## config.mk

```make
export PLATFORM = sky130hd
export DESIGN_NAME = machine_cycle_external_data_move_stretch
export DESIGN_NICKNAME = d
export VERILOG_FILES = /design/src/rtl/state_ring.v /design/src/rtl/machine_cycle_external_data_move_stretch.v
export VERILOG_INCLUDE_DIRS = /design/src /design/src/rtl
export SDC_FILE = /design/constraint.sdc
export NUM_CORES = 1
export LEC_CHECK = 0
export BUFFER_PORTS_ARGS = -buffer_cell sky130_fd_sc_hd__buf_4
export CORE_ASPECT_RATIO = 1.2
export CORE_MARGIN = 4
export CORE_UTILIZATION = 45
export DETAILED_ROUTE_END_ITERATION = 7
export PLACE_DENSITY = 0.74
export RECOVER_POWER = 50
export SKIP_CTS_REPAIR_TIMING = 1
export SLEW_MARGIN = 5
export SYNTH_ARGS = -nofsm -noshare
export SYNTH_HDL_FRONTEND = slang
export SYNTH_SLANG_ARGS = --single-unit
```

## constraint.sdc

```tcl
create_clock -name clock -period 2.1 [get_ports clock]
set_input_delay 0.105 -clock clock [delete_from_list [all_inputs] [get_ports clock]]
set_output_delay 0.105 -clock clock [all_outputs]
set_load 0.03 [all_outputs]
```

## src/rtl/external_data_move_stretch_consts.vh

```
// shared constants for the machine cycle sequencer and data move stretch logic
`ifndef EXTERNAL_DATA_MOVE_STRETCH_CONSTS_VH
`define EXTERNAL_DATA_MOVE_STRETCH_CONSTS_VH
`define STATES_PER_CYCLE   3'h4
`define STRETCH_W          3
`define STRETCH_RESET      3'h1
`define STRETCH_LSB        0
`define STRETCH_MSB        2
`define CLOCK_CONTROL_REGISTER_RESET        8'h01
`define EXTERNAL_DATA_MOVE_BASE_CYCLES   4'h2
`define STROBE_ZERO_CLKS   6'h02
`define STROBE_STEP_CLKS   6'h04
`define ST_FIRST           4'h1
`define ST_SECOND          4'h2
`define ST_THIRD           4'h4
`define ST_FOURTH          4'h8
`define MAX_CLASS          4'h5
`endif

```

## src/rtl/state_ring.v

```verilog
// four-state machine cycle ring, one state per clock period
`timescale 1ns/1ns
`include "external_data_move_stretch_consts.vh"
module state_ring
(
   input  wire       clock,      // system clock
   input  wire       arst_n,     // async reset, low active
   output reg  [3:0] state_r,    // one-hot current state
   output wire       cycle_end   // high in fourth state
);
   // next state rotates ascending, wraps fourth to first
   reg [3:0] state_nxt;          // next one-hot state
   always @*
   begin
      case (state_r)
         `ST_FIRST:  state_nxt = `ST_SECOND;
         `ST_SECOND: state_nxt = `ST_THIRD;
         `ST_THIRD:  state_nxt = `ST_FOURTH;
         `ST_FOURTH: state_nxt = `ST_FIRST;
         default:    state_nxt = `ST_FIRST;    // recover from bad code
      endcase
   end

   // state register
   always @(posedge clock or negedge arst_n)
   begin
      if (!arst_n)
         state_r <= `ST_FIRST;
      else
         state_r <= state_nxt;
   end

   assign cycle_end = state_r[3];
endmodule

```

## src/rtl/machine_cycle_external_data_move_stretch.v

```verilog
// instruction cycle accounting and stretched external data move timing
`timescale 1ns/1ns
`include "external_data_move_stretch_consts.vh"
module machine_cycle_external_data_move_stretch
(
   input  wire        clock,          // 100 MHz system clock
   input  wire        arst_n,         // async reset, low active
   input  wire        clock_control_register_we,       // clock control register write strobe
   input  wire [7:0]  clock_control_register_wdata,    // clock control write data
   output reg  [7:0]  clock_control_register, // clock control register value
   input  wire        instr_start,    // decoder has a new instruction this cycle
   input  wire [3:0]  instr_cycles,   // decoded machine cycles, one to five
   input  wire        instr_is_external_data_move,  // instruction is external data move
   input  wire        external_data_move_write,     // move direction, high for write
   input  wire [15:0] external_data_move_addr,      // external data address
   input  wire [7:0]  external_data_move_wdata,     // data to write
   input  wire [7:0]  ext_rdata,      // external data bus in, from a pin
   output wire [3:0]  mc_state,       // one-hot machine state
   output wire        fetch_pulse,    // one fetch slot per machine cycle, none in access cycles
   output reg         busy_r,         // instruction in progress
   output reg         done_r,         // instruction finished, one cycle pulse
   output reg  [15:0] ext_addr_r,     // external address out
   output reg  [7:0]  ext_wdata_r,    // external data out
   output reg         ext_data_oe_n_r,// data bus enable, low while driving
   output reg         rd_n_r,         // read strobe, low active
   output reg         wr_n_r,         // write strobe, low active
   output reg  [7:0]  rdata_r         // captured read data
);
   localparam IDLE   = 3'b001;       // waiting for instruction
   localparam RUN    = 3'b010;       // ordinary instruction cycles
   localparam ACCESS = 3'b100;       // external data access cycles

   // timing walk of one instruction, counted in clocks from the start edge
   //
   // the start edge is the rising edge that ends a first state while idle;
   // busy rises there and stays up until the last fourth state has ended
   //
   // ordinary instruction of n machine cycles:
   //    the decoder count is clamped to one..five and loaded into left_r
   //    each fourth state counts left_r down by one
   //    the fourth state that sees left_r at one ends the instruction
   //    done pulses for one clock, in the first state that follows
   //    the next start may be taken at the end of that same first state
   //
   // external data move with stretch s:
   //    left_r is loaded with s plus two at the start edge
   //    the first machine cycle is the plain opcode fetch
   //    its fourth state moves the control into the access phase
   //    the strobe falls at that same edge, at the start of a first state
   //    the strobe stands 2 clocks for s zero, and 4 clocks per step above
   //    the access phase itself lasts s plus one machine cycles
   //    so the strobe always ends inside the access phase
   //    address and write data are loaded at the start edge
   //    they stay put until the next data move starts
   //
   // read data path:
   //    the data pins pass two flip-flops before any logic reads them
   //    that puts the synchronised value two clocks behind the pins
   //    capture therefore waits two clocks after the strobe is released
   //    the value taken then is the one the pins showed under the strobe
   //    for s zero this capture falls on the last clock of the access phase
   //
   // hazards and limits:
   //    the stretch field is read live; software must not change it
   //    while a data move is in flight, or the counts disagree
   //    a start request outside an idle first state is dropped silently
   //    the decoder is expected to hold its request for a whole state

   wire       cycle_end;             // last state of machine cycle
   wire [2:0] stretch;               // stretch select field
   reg  [2:0] fsm_r;                 // control state
   reg  [3:0] left_r;                // machine cycles still to run
   reg  [5:0] strobe_cnt_r;          // strobe clocks remaining
   reg  [5:0] strobe_len;            // strobe width for stretch
   reg  [7:0] rsync1_r;              // read bus first sync stage
   reg  [7:0] rsync2_r;              // read bus second sync stage
   reg        external_data_move_wr_r;             // latched direction
   reg        move_r;                // running instruction is a data move
   reg  [1:0] rd_end_r;              // delay line from read strobe release

   // sequencer of four states per machine cycle
   state_ring u_ring
   (
      .clock     (clock),
      .arst_n    (arst_n),
      .state_r   (mc_state),
      .cycle_end (cycle_end)
   );

   // one fetch per machine cycle, in first state while idle or running
   assign fetch_pulse = mc_state[0] & (fsm_r != ACCESS);

   // field select from clock control
   assign stretch = clock_control_register[`STRETCH_MSB:`STRETCH_LSB];

   // clock control register, stretch defaults to one
   always @(posedge clock or negedge arst_n)
   begin
      if (!arst_n)
         clock_control_register <= `CLOCK_CONTROL_REGISTER_RESET;
      else if (clock_control_register_we)
         clock_control_register <= clock_control_register_wdata;
   end

   // strobe width: 2 clocks at zero, else four per step
   always @*
   begin
      if (stretch == 3'h0)
         strobe_len = `STROBE_ZERO_CLKS;
      else
         strobe_len = {3'h0, stretch} * `STROBE_STEP_CLKS;
   end

   // read data pin synchroniser
   always @(posedge clock or negedge arst_n)
   begin
      if (!arst_n)
      begin
         rsync1_r <= 8'h00;
         rsync2_r <= 8'h00;
      end
      else
      begin
         rsync1_r <= ext_rdata;
         rsync2_r <= rsync1_r;
      end
   end

   // instruction cycle control; single rising-edge clocking stands in
   // for the dual-edge internal timing of the original core
   always @(posedge clock or negedge arst_n)
   begin
      if (!arst_n)
      begin
         fsm_r           <= IDLE;
         left_r          <= 4'h0;
         busy_r          <= 1'b0;
         done_r          <= 1'b0;
         strobe_cnt_r    <= 6'h00;
         ext_addr_r      <= 16'h0000;
         ext_wdata_r     <= 8'h00;
         ext_data_oe_n_r <= 1'b1;
         rd_n_r          <= 1'b1;
         wr_n_r          <= 1'b1;
         rdata_r         <= 8'h00;
         external_data_move_wr_r       <= 1'b0;
         move_r          <= 1'b0;
         rd_end_r        <= 2'b00;
      end
      else
      begin
         done_r <= 1'b0;
         // shift the release marker; the synchroniser lags two clocks
         rd_end_r <= {rd_end_r[0], 1'b0};
         // capture pin data seen while the read strobe was low
         if (rd_end_r[1])
            rdata_r <= rsync2_r;
         case (fsm_r)
            IDLE:
            begin
               // accept at start of a machine cycle only
               if (instr_start && mc_state[0])
               begin
                  busy_r <= 1'b1;
                  if (instr_is_external_data_move)
                  begin
                     // opcode fetch cycle first, access next
                     left_r    <= {1'b0, stretch} + `EXTERNAL_DATA_MOVE_BASE_CYCLES;
                     external_data_move_wr_r <= external_data_move_write;
                     move_r    <= 1'b1;      // remembered, not read live
                     ext_addr_r  <= external_data_move_addr;
                     ext_wdata_r <= external_data_move_wdata;
                     fsm_r     <= RUN;
                  end
                  else
                  begin
                     // cycles from decoder, one to five, unstretched
                     if (instr_cycles == 4'h0)
                        left_r <= 4'h1;
                     else if (instr_cycles > `MAX_CLASS)
                        left_r <= `MAX_CLASS;
                     else
                        left_r <= instr_cycles;
                     external_data_move_wr_r <= 1'b0;
                     move_r    <= 1'b0;      // plain instruction
                     fsm_r     <= RUN;
                  end
               end
            end
            RUN:
            begin
               // count machine cycles down at each fourth state
               if (cycle_end)
               begin
                  if (left_r == 4'h1)
                  begin
                     fsm_r  <= IDLE;
                     busy_r <= 1'b0;
                     done_r <= 1'b1;
                     left_r <= 4'h0;
                  end
                  else if (move_r)
                  begin
                     // fetch over, begin access cycles with strobe
                     left_r       <= left_r - 4'h1;
                     fsm_r        <= ACCESS;
                     strobe_cnt_r <= strobe_len;
                     rd_n_r       <= external_data_move_wr_r;
                     wr_n_r       <= ~external_data_move_wr_r;
                     ext_data_oe_n_r <= ~external_data_move_wr_r;
                  end
                  else
                     left_r <= left_r - 4'h1;
               end
            end
            ACCESS:
            begin
               // strobe width countdown, address and data held
               if (strobe_cnt_r != 6'h00)
               begin
                  strobe_cnt_r <= strobe_cnt_r - 6'h01;
                  if (strobe_cnt_r == 6'h01)
                  begin
                     if (!rd_n_r)
                        rd_end_r <= {rd_end_r[0], 1'b1}; // capture two clocks on
                     rd_n_r <= 1'b1;
                     wr_n_r <= 1'b1;
                  end
               end
               // processor held until stretched cycles run out
               if (cycle_end)
               begin
                  if (left_r == 4'h1)
                  begin
                     fsm_r  <= IDLE;
                     busy_r <= 1'b0;
                     done_r <= 1'b1;
                     left_r <= 4'h0;
                     move_r <= 1'b0;
                     ext_data_oe_n_r <= 1'b1;
                     rd_n_r <= 1'b1;
                     wr_n_r <= 1'b1;
                  end
                  else
                     left_r <= left_r - 4'h1;
               end
            end
            default:
               fsm_r <= IDLE;                        // recover from bad code
         endcase
      end
   end
   // data effect of instructions is outside this timing block
endmodule

```

# After elaboration in Yosys (flattened, before gate mapping)
# Index checks and enable logic that the tools add are counted.
dict set report word_totals {
  register_bits 82
  inputBits 50
  out_inout_bits 50
  wordCells 115
}
dict set report classes {
  addsub 3
  n_lt_le_gt_ge 1
  eq_ne 19
  n_mux 55
  bitwise 2
  reduce_logical 17
}
# cell count
set ops {}
lappend ops {{$mux 1} 29}
lappend ops {{$mux 4} 6}
lappend ops {{$mux 6} 4}
lappend ops {{$mux 3} 6}
lappend ops {{$pmux 4 s3} 1}
lappend ops {{$pmux 6 s2} 1}
lappend ops {{$reduce_and 4->1} 3}
lappend ops {{$ne 2x2->1 const B} 5}
lappend ops {{$pmux 1 s2} 5}
lappend ops {{$reduce_and 5->1} 2}
lappend ops {{$pmux 3 s3} 1}
lappend ops {{$eq 4x1->1 const B} 2}
lappend ops {{$ne 2x1->1 const B} 4}
lappend ops {{$pmux 4 s2} 1}
lappend ops {{$eq 6x1->1 const B} 1}
lappend ops {{$ne 3x3->1 const B} 2}
lappend ops {{$reduce_and 3->1} 2}
lappend ops {{$reduce_and 6->1} 1}
lappend ops {{$reduce_bool 2->1} 3}
lappend ops {{$reduce_bool 6->1} 1}
lappend ops {{$sub 6x1->6 const B} 1}
lappend ops {{$mux 5} 1}
lappend ops {{$add 3x2->4 const B} 1}
lappend ops {{$eq 4x2->1 const B} 1}
lappend ops {{13 further kinds} 13}

# Logic depth before layout (Yosys ltp)
# Gate-level depths: netlist of run 1.
dict set report logic_depth {
  ltp_word 6
  depth_mapped 7
  mapped_depth_nobuf 6
}

# Cells and area by module
# Synthesis of run 1 repeated with hierarchy kept, for this count alone.
dict set report unflattened {
  hier_cells 253
  area_unflattened_um2 3345.7
}
# module n_inst cells_per_inst area_per_inst_um2 seq_area_each_um2
set modules_own_cells {}
lappend modules_own_cells {machine_cycle_external_data_move_stretch 1 241 3185.6 1958.1}
lappend modules_own_cells {state_ring 1 12 160.2 101.3}

# Worst setup path after synthesis of run 1
# OpenSTA, ideal clock, no wires.
dict set report synth_path {
  kind {reg-to-reg}
  startpoint {register left_r[1]}
  endpoint {register rd_n_r}
  setup_ns 0.080
  arrival_ns 1.684
  required_ns 2.020
  setup_slack_ns 0.336
  stages_incl_launch_ff 8
  path_buffers 1
  synth_period_minus_slack_ns 1.764
  cell_sequence {dfrtp_1 inv_1 ha_1 or3b_2 clkbuf_1 mux2i_1 a32o_1 o22a_1}
}
dict set report synth_between {
  elab_chain_len 4
  word_cells_on_any_way 6
  classes_between {eq/ne: 2; mux: 3; reduce/logical: 1}
}
# item line_no
set synth_rtl {}
lappend synth_rtl {{from (decl)} machine_cycle_external_data_move_stretch.v:72} ;# reg [3:0] left_r;
lappend synth_rtl {{from (signal assigned)} machine_cycle_external_data_move_stretch.v:168} ;# left_r <= {1'b0, stretch} + `EXTERNAL_DATA_MOVE_BASE_CYCLES;
lappend synth_rtl {{from (signal assigned)} machine_cycle_external_data_move_stretch.v:181} ;# left_r <= `MAX_CLASS;
lappend synth_rtl {{from (signal assigned)} machine_cycle_external_data_move_stretch.v:183} ;# left_r <= instr_cycles;
lappend synth_rtl {{$eq 4x1->1 *} {machine_cycle_external_data_move_stretch.v:195, machine_cycle_external_data_move_stretch.v:233}}
lappend synth_rtl {{$mux 1} machine_cycle_external_data_move_stretch.v:233} ;# if (left_r == 4'h1)
lappend synth_rtl {{$mux 1} machine_cycle_external_data_move_stretch.v:231} ;# if (cycle_end)
lappend synth_rtl {{$pmux 1 s2} machine_cycle_external_data_move_stretch.v:158} ;# case (fsm_r)
lappend synth_rtl {{to (signal assigned)} machine_cycle_external_data_move_stretch.v:208} ;# rd_n_r <= external_data_move_wr_r;
lappend synth_rtl {{to (decl)} machine_cycle_external_data_move_stretch.v:25} ;# output reg rd_n_r,
# Every way passes the cells marked *; elsewhere a longest branch is shown, timed or not.
# A chain may end at the register's enable or synchronous reset.

# Worst setup path after layout of run 1
dict set report layout_path {
  startpoint {register fsm_r[0]}
  endpoint {register ext_addr_r[5]}
}
dict set report layout_between {
  elab_chain_len 2
}
# item line_no
set layout_rtl {}
lappend layout_rtl {{from (decl)} machine_cycle_external_data_move_stretch.v:71} ;# reg [2:0] fsm_r;
lappend layout_rtl {{from (signal assigned)} machine_cycle_external_data_move_stretch.v:135} ;# fsm_r <= IDLE;
lappend layout_rtl {{from (signal assigned)} machine_cycle_external_data_move_stretch.v:173} ;# fsm_r <= RUN;
lappend layout_rtl {{from (signal assigned)} machine_cycle_external_data_move_stretch.v:186} ;# fsm_r <= RUN;
lappend layout_rtl {{$eq 3x1->1} machine_cycle_external_data_move_stretch.v:158}
lappend layout_rtl {{$reduce_and 3->1 (no line)} -}
lappend layout_rtl {{to (signal assigned)} machine_cycle_external_data_move_stretch.v:171} ;# ext_addr_r <= external_data_move_addr;
lappend layout_rtl {{to (decl)} machine_cycle_external_data_move_stretch.v:22} ;# output reg [15:0] ext_addr_r,
# Every way passes these cells.

==> metrics.csv, run 1 <==
metric,value,unit
cp-start-kind,flip-flop,
core,7360,um^2
syn_avg_cell_area,13.60,um^2
power_density,742.3,nW/um^2
htree_levels,3,
drv_slew,0,
fp.dieW,88.13,um
dieHeight,104.2,um
antenna_left,0,
synth-edff-count,0,
synth-warning-count,0,
cts_root_buf,clkbuf_8,
grt_pass1_vias,2469,
clock_sinks,82,
cp_data_required_time,2340,ps
avgRoutedWirePerCell,16.65,um
overflow,0,
register_area,2059,um^2
cts_buffers,9,
antenna_found_initial,0,
maxCapViolCount,0,
worst_pin_slew,1417,ps
clockBufferDepth,2,
ios,100,
synth_seq_area_share,59.40,%
grt_pass1_wl,12010,um
fin_crit,2003,ps
synth_ff_type,dfrtp_1,
grt_max_degree,61,
drtPass1Iterations,4,
hold_violations,1,
end_kind,flip-flop,
track_usage,16.79,%
antennaDiodeCount,0,
crit_type,flip-flop to flip-flop,
leakagePower,2.229,nW
drive_above_1_share,37.47,%
insertion_delay,350,ps
dp_hpwl,5441,um
critPathLaunch,fsm_r[0],
fmax,499.2,MHz
cp_top_family,simple AND/OR/NAND/NOR gates,
cp_max_fo,25,
syn_area,3467,um^2
dp.cells,436,
crit_arrival,2250,ps
fin_skew,14.80,ps
peakVddDrop,0.4462,mV
r2r_start,fsm_r[0],
dieArea,9179,um^2
outcome,"finished, violations left",
clkTransAtPathRegs,90,ps
hold_slack,-2.104,ps
violations,negative hold slack,
hp-class,input port to flip-flop,
initial_core_util,47.11,%
rsz0062_at_grt,no,
path_buf_inv,0,
ys_ff_latch,82,
nFillCells,576,
routed-via-count,2579,
crit_slowest_cell,dfstp_2,
synthCells,255,
gp_congestion,0.8330,
fin_nets,454,
r2r_slack,100,ps
drt-initial-drc-count,141,
area_growth,38.33,%
worstPathCellList,or3b_4 -> nor2_8 -> nand2_4 -> mux2_4,
fin_crit_sh,95.39,%
worst_slew_margin_rel,5.517,%
viasPerCell,5.231,
multi_input_area,1294,um^2
async_reset_ff_share,100.0,%
setup-tns-final,0,ps
setup_viol,0,
synth_nets,311,
synth.distinct_cells,53,
wirelength,8208,um
fin_cells,493,
crit_path_max_incr_delay,640,ps
detail_route.drc_violations,0,
fp-row-count,34,
tritoncts,yes,
io_buffers,99,
hold_path_startpoint,external_data_move_write,
[flip-flops by register name, indices dropped and copies added, names as in the netlist]
register                 flops
wr_n_r                       1
rd_n_r                       1
strobe_cnt_r                 6
u_ring.state_r               4
done_r                       1
move_r                       1
rd_end_r                     2
clock_control_register       8
external_data_move_wr_r      1
busy_r                       1
rsync1_r                     8
ext_wdata_r                  8
ext_data_oe_n_r              1
fsm_r                        3
left_r                       4
ext_addr_r                  16
rdata_r                      8
rsync2_r                     8
[cells in the mapped netlist, types with 3 or more instances]
cell,number,area [um^2]
nand4bb_1,3,33.78
buf_6,3,33.78
dfrtp_1,76,1902
o21ai_0,9,45.04
nor4b_1,4,35.03
nand2_1,10,37.54
nand3_1,7,35.03
nor2_1,8,30.03
dfstp_2,6,157.7
inv_1,9,33.78
a21oi_1,10,50.05
clkbuf_1,7,26.28
ha_1,6,75.07
nor3b_1,3,22.52
mux2_2,20,225.2
a21o_1,3,22.52
o211ai_1,4,30.03
nor3_1,7,35.03
mux2_4,19,285.3
[cells by family (layout without fill, tap and decap cells)]
logic type / Yosys count / after routing / share of synthesized area (%)
flops: 82 / 82 / 59.40
simple gates: 60 / 60 / 11.08
compound gates: 42 / 42 / 8.265
mux: 41 / 41 / 15.30
buf+inv: 22 / 170 / 3.284
fa+ha+maj: 6 / 6 / 2.165
xor+xnor: 2 / 2 / 0.5053
[per-layer routing]
| metal | vias up | global-route usage, % | part of all wire [%] | routed length [um] |
|---|---|---|---|---|
| met5 | - | 0 | 0 | 0 |
| met4 | 0 | 8.639 | 2.1 | 173 |
| met3 | 12 | 3.011 | 4.1 | 337 |
| met2 | 70 | 27.53 | 55 | 4524 |
| met1 | 1293 | 20.80 | 39 | 3173 |
| li1 | 1204 | - | - | - |
[placed cells by master, fill, tap and decap left out, drive strengths merged, types with 8 or more instances in the layout]
master,synthesis,layout
dfrtp,76,76
buf,6,70
clkbuf,7,43
dlygate4sd3,0,41
mux2,39,39
inv,9,13
nand2,11,11
a21oi,10,10
o21ai,9,9
nor2,9,9
nand3,8,8
[worst paths after layout]
check / to / cells past startpoint
hold / removal: external_data_move_wr_r / 3
setup / recovery: ext_addr_r[5] / 4
hold reg to reg: rsync2_r[0] / 0
min in group asynchronous: clock_control_register[4] / 2
max in group asynchronous: u_ring.state_r[3] / 3
setup reg to reg: ext_addr_r[5] / 4
[power breakdown]
part / leakage (nW) / internal, W / switching (W)
Clock: 0.0925 / 0.000450 / 0.000615
Combinational: 1.13 / 0.000339 / 0.000374
Sequential: 1.00 / 0.00170 / 0.0000817
[tightest hold or removal path: cells and delay by family]
family                 cells  cell delay [ps]
AND/OR/NAND/NOR            2              130
buffers and inverters      1               90
[per-stage QoR]
step                power [W]  worst slack, ps  cell area (um^2)  util [%]  hold slack [ps]
floorplan            0.002182            336.1              3467         -           -190.6
global route         0.003713            17.63              4796     65.16            6.479
CTS                  0.003549            95.39              4463     60.64           -170.4
detailed placement   0.002489            106.3              4280     58.16            215.6
global placement     0.002473            157.0              4280     58.16            214.7
finish               0.003560            96.71              4796     65.16           -2.104
[cell type report]
type	instances	share of cell area, %
timing repair buffer	145	23.22
sequential	82	42.94
clock inverter	7	1.226
multi-input combinational	151	26.98
inverter	9	0.7044
clock buffer	9	2.583
tap	90	2.348
No activity file was read; power rests on OpenSTA's default activity.
==> inputs of run 2 (changes only) <==
--- a/config.mk
+++ b/config.mk
@@ -6,12 +6,14 @@
 export SDC_FILE = /design/constraint.sdc
 export NUM_CORES = 1
 export LEC_CHECK = 0
+export ABC_AREA = 1
 export BUFFER_PORTS_ARGS = -buffer_cell sky130_fd_sc_hd__buf_4
+export CAP_MARGIN = 20
 export CORE_ASPECT_RATIO = 1.2
 export CORE_MARGIN = 4
 export CORE_UTILIZATION = 45
 export DETAILED_ROUTE_END_ITERATION = 7
-export PLACE_DENSITY = 0.74
+export PLACE_DENSITY = 0.71
 export RECOVER_POWER = 50
 export SKIP_CTS_REPAIR_TIMING = 1
 export SLEW_MARGIN = 5
==> run 2 against run 1 <==
Effect of this change: the run still ends with negative hold slack left; sequential power shrank 9%; core utilization shrank 2.5 points; clock power about the same; synthesized cell count up 46%; cell count up 23%; critical path depth is 5 higher; clock-buffer cell count grew 4; critical path type unchanged; critical endpoint is now strobe_cnt_r[0]; largest power group unchanged.
==> metrics.csv, run 2 <==
metric,value,unit
area_growth,36.04,%
worst_slew_margin_rel,7.199,%
async_reset_ff_share,100.0,%
track_usage,17.67,%
synth_ff_type,dfrtp_1,
cp_max_fo,12,
gp_congestion,0.8703,
largest-register,ext_addr_r,
crit_arrival,2030,ps
antenna_found_initial,0,
peakVddDrop,0.3689,mV
dieHeight,104.7,um
power_density,619.4,nW/um^2
routed-via-count,2963,
cts_root_buf,clkbuf_8,
hold_slack,-2.927,ps
fin_skew,11.22,ps
insertion_delay,340,ps
leakagePower,2.518,nW
dp_hpwl,5694,um
yosysMostFrequentCell,nand2_1,
netlist_top_cells_count,"115 x nand2_1, 76 x dfrtp_1, 41 x nand3_1",
violations,negative hold slack,
fin_area,4775,um^2
htree_levels,3,
initial_core_util,46.06,%
crit_path_max_incr_delay,530,ps
viasPerCell,4.889,
path_buf_inv,3,
dieArea,9282,um^2
hp-class,input port to flip-flop,
fmax,557.0,MHz
crit_type,flip-flop to flip-flop,
worstPathCellList,inv_1 -> nand3_2 -> inv_2 -> nand2_1 -> nand2_1 -> nor2_2 -> inv_1 -> nand2_1 -> nand2_1,
drv_slew,0,
clockBufferDepth,2,
fp.dieW,88.62,um
worst_pin_slew,1392,ps
outcome,"finished, violations left",
core,7620,um^2
synth.area.top_cells,"dfrtp_1 54%, nand2_1 12%, nand3_1 5.8%, dfstp_2 4.5%, mux2_2 4.2%",
ys_ff_latch,82,
synth_seq_area_share,58.68,%
antennaDiodeCount,0,
grt_max_degree,59,
crit_slowest_cell,dfstp_2,
drtPass1Iterations,4,
cp-start-kind,flip-flop,
fin_crit_sh,85.49,%
grt_pass1_vias,2845,
detail_route.drc_violations,0,
rsz0062_at_grt,no,
synth-edff-count,0,
ios,100,
synthCells,372,
drt-initial-drc-count,124,
synth_largest_area_cell,dfrtp_1,
hold_violations,2,
antenna_left,0,
setup-tns-final,0,ps
avgRoutedWirePerCell,13.79,um
final_cell_mix,"115 x nand2_1, 76 x dfrtp_1, 65 x buf_4",
end_kind,flip-flop,
clock_sinks,82,
syn_avg_cell_area,9.434,um^2
synth.top_cell.area_share,54.19,%
overflow,0,
io_buffers,99,
syn_area,3510,um^2
tritoncts,yes,
synth_nets,428,
grt_pass1_wl,12980,um
cp_data_required_time,2340,ps
synth.distinct_cells,29,
dpl_cell_area,4317,um^2
cpMostUsedCell,nand2_1,
fin_crit,1795,ps
cts_buffers,9,
fp-row-count,35,
clkTransAtPathRegs,80,ps
wirelength,8358,um
maxCapViolCount,0,
fin_nets,565,
drive_above_1_share,24.51,%
layout_commonest_cell,nand2_1,
cp_top_family,simple AND/OR/NAND/NOR gates,
largest_reg_flops,16,
synth-warning-count,0,
setup_viol,0,
run 2: cell count changes in the layout (fill, tap and decap cells not counted), sizes merged, moves of 4 or more:
cell,before,now
a21oi,10,4
nand2,11,119
o21ai,9,25
dlygate4sd3,41,36
nor2,9,19
inv,13,35
o211ai,4,0
clkbuf,43,50
mux2,39,13
nor4b,4,0
buf,70,65
nand3,8,43
run 2: path summary, 6_finish.rpt:
kind | start | slack [ps] | to | depth (start not counted)
worst min-delay path | external_data_move_wdata[0] | -3 | ext_wdata_r[0] | 3
min in group asynchronous | arst_n | 590 | clock_control_register[7] | 2
max in group asynchronous | arst_n | 600 | rsync2_r[4] | 3
worst min register to register | rsync1_r[0] | 350 | rsync2_r[0] | 0
worst max register to register | fsm_r[0] | 300 | strobe_cnt_r[0] | 9
worst max-delay path | fsm_r[0] | 300 | strobe_cnt_r[0] | 9
run 2: layout make-up:
class	count	area, um^2
multi-input cells	244	1249
flip-flops and latches	82	2059
inverters	34	127.6
fillers	672	2845
clock inverters	3	21.27
repair buffers	138	1033
clock buffers	13	168.9
well taps	92	115.1
run 2: per-layer routing:
metal	global-route usage, %	vias to the layer above	part of all wire [%]
met5	0	-	0
met2	29.67	58	54
met3	3.312	14	4.0
li1	-	1467	-
met1	22.04	1424	40
met4	6.911	0	2.0
run 2: power breakdown:
| group | switching [W] | leakage (nW) | internal [W] | total (W) |
|---|---|---|---|---|
| Sequential | 0.0000136 | 1.06 | 0.00161 | 0.00162 |
| Clock | 0.000553 | 0.0960 | 0.000530 | 0.00108 |
| Combinational | 0.000122 | 1.37 | 0.000131 | 0.000252 |
run 2: per-stage QoR:
stage / setup WS, ps / cells / utilization (%) / total power (W)
2_1_floorplan: 655.0 / 372 / - / 0.001718
3_3_place_gp: 398.8 / 554 / 56.65 / 0.001857
3_5_place_dp: 311.4 / 554 / 56.65 / 0.001860
4_1_cts: 312.0 / 570 / 59.15 / 0.002948
5_1_grt: 144.4 / 606 / 62.66 / 0.003099
6_report: 304.8 / 606 / 62.66 / 0.002958
run 2: worst reg2reg max path: stages, from the launching register on:
cell	delay, ps
dfstp_2	530
inv_1	90
nand3_2	240
inv_2	150
nand2_1	90
nand2_1	60
nor2_2	310
inv_1	110
nand2_1	70
nand2_1	50
run 2: cells by family (layout without fill, tap and decap cells):
| group | count (synthesis) | in the layout | synth area share (%) |
|---|---|---|---|
| simple gates | 192 | 192 | 24.10 |
| mux | 13 | 13 | 4.171 |
| xor+xnor | 2 | 2 | 0.4992 |
| buf+inv | 46 | 188 | 5.740 |
| flops | 82 | 82 | 58.68 |
| compound gates | 31 | 31 | 4.671 |
| fa+ha+maj | 6 | 6 | 2.139 |
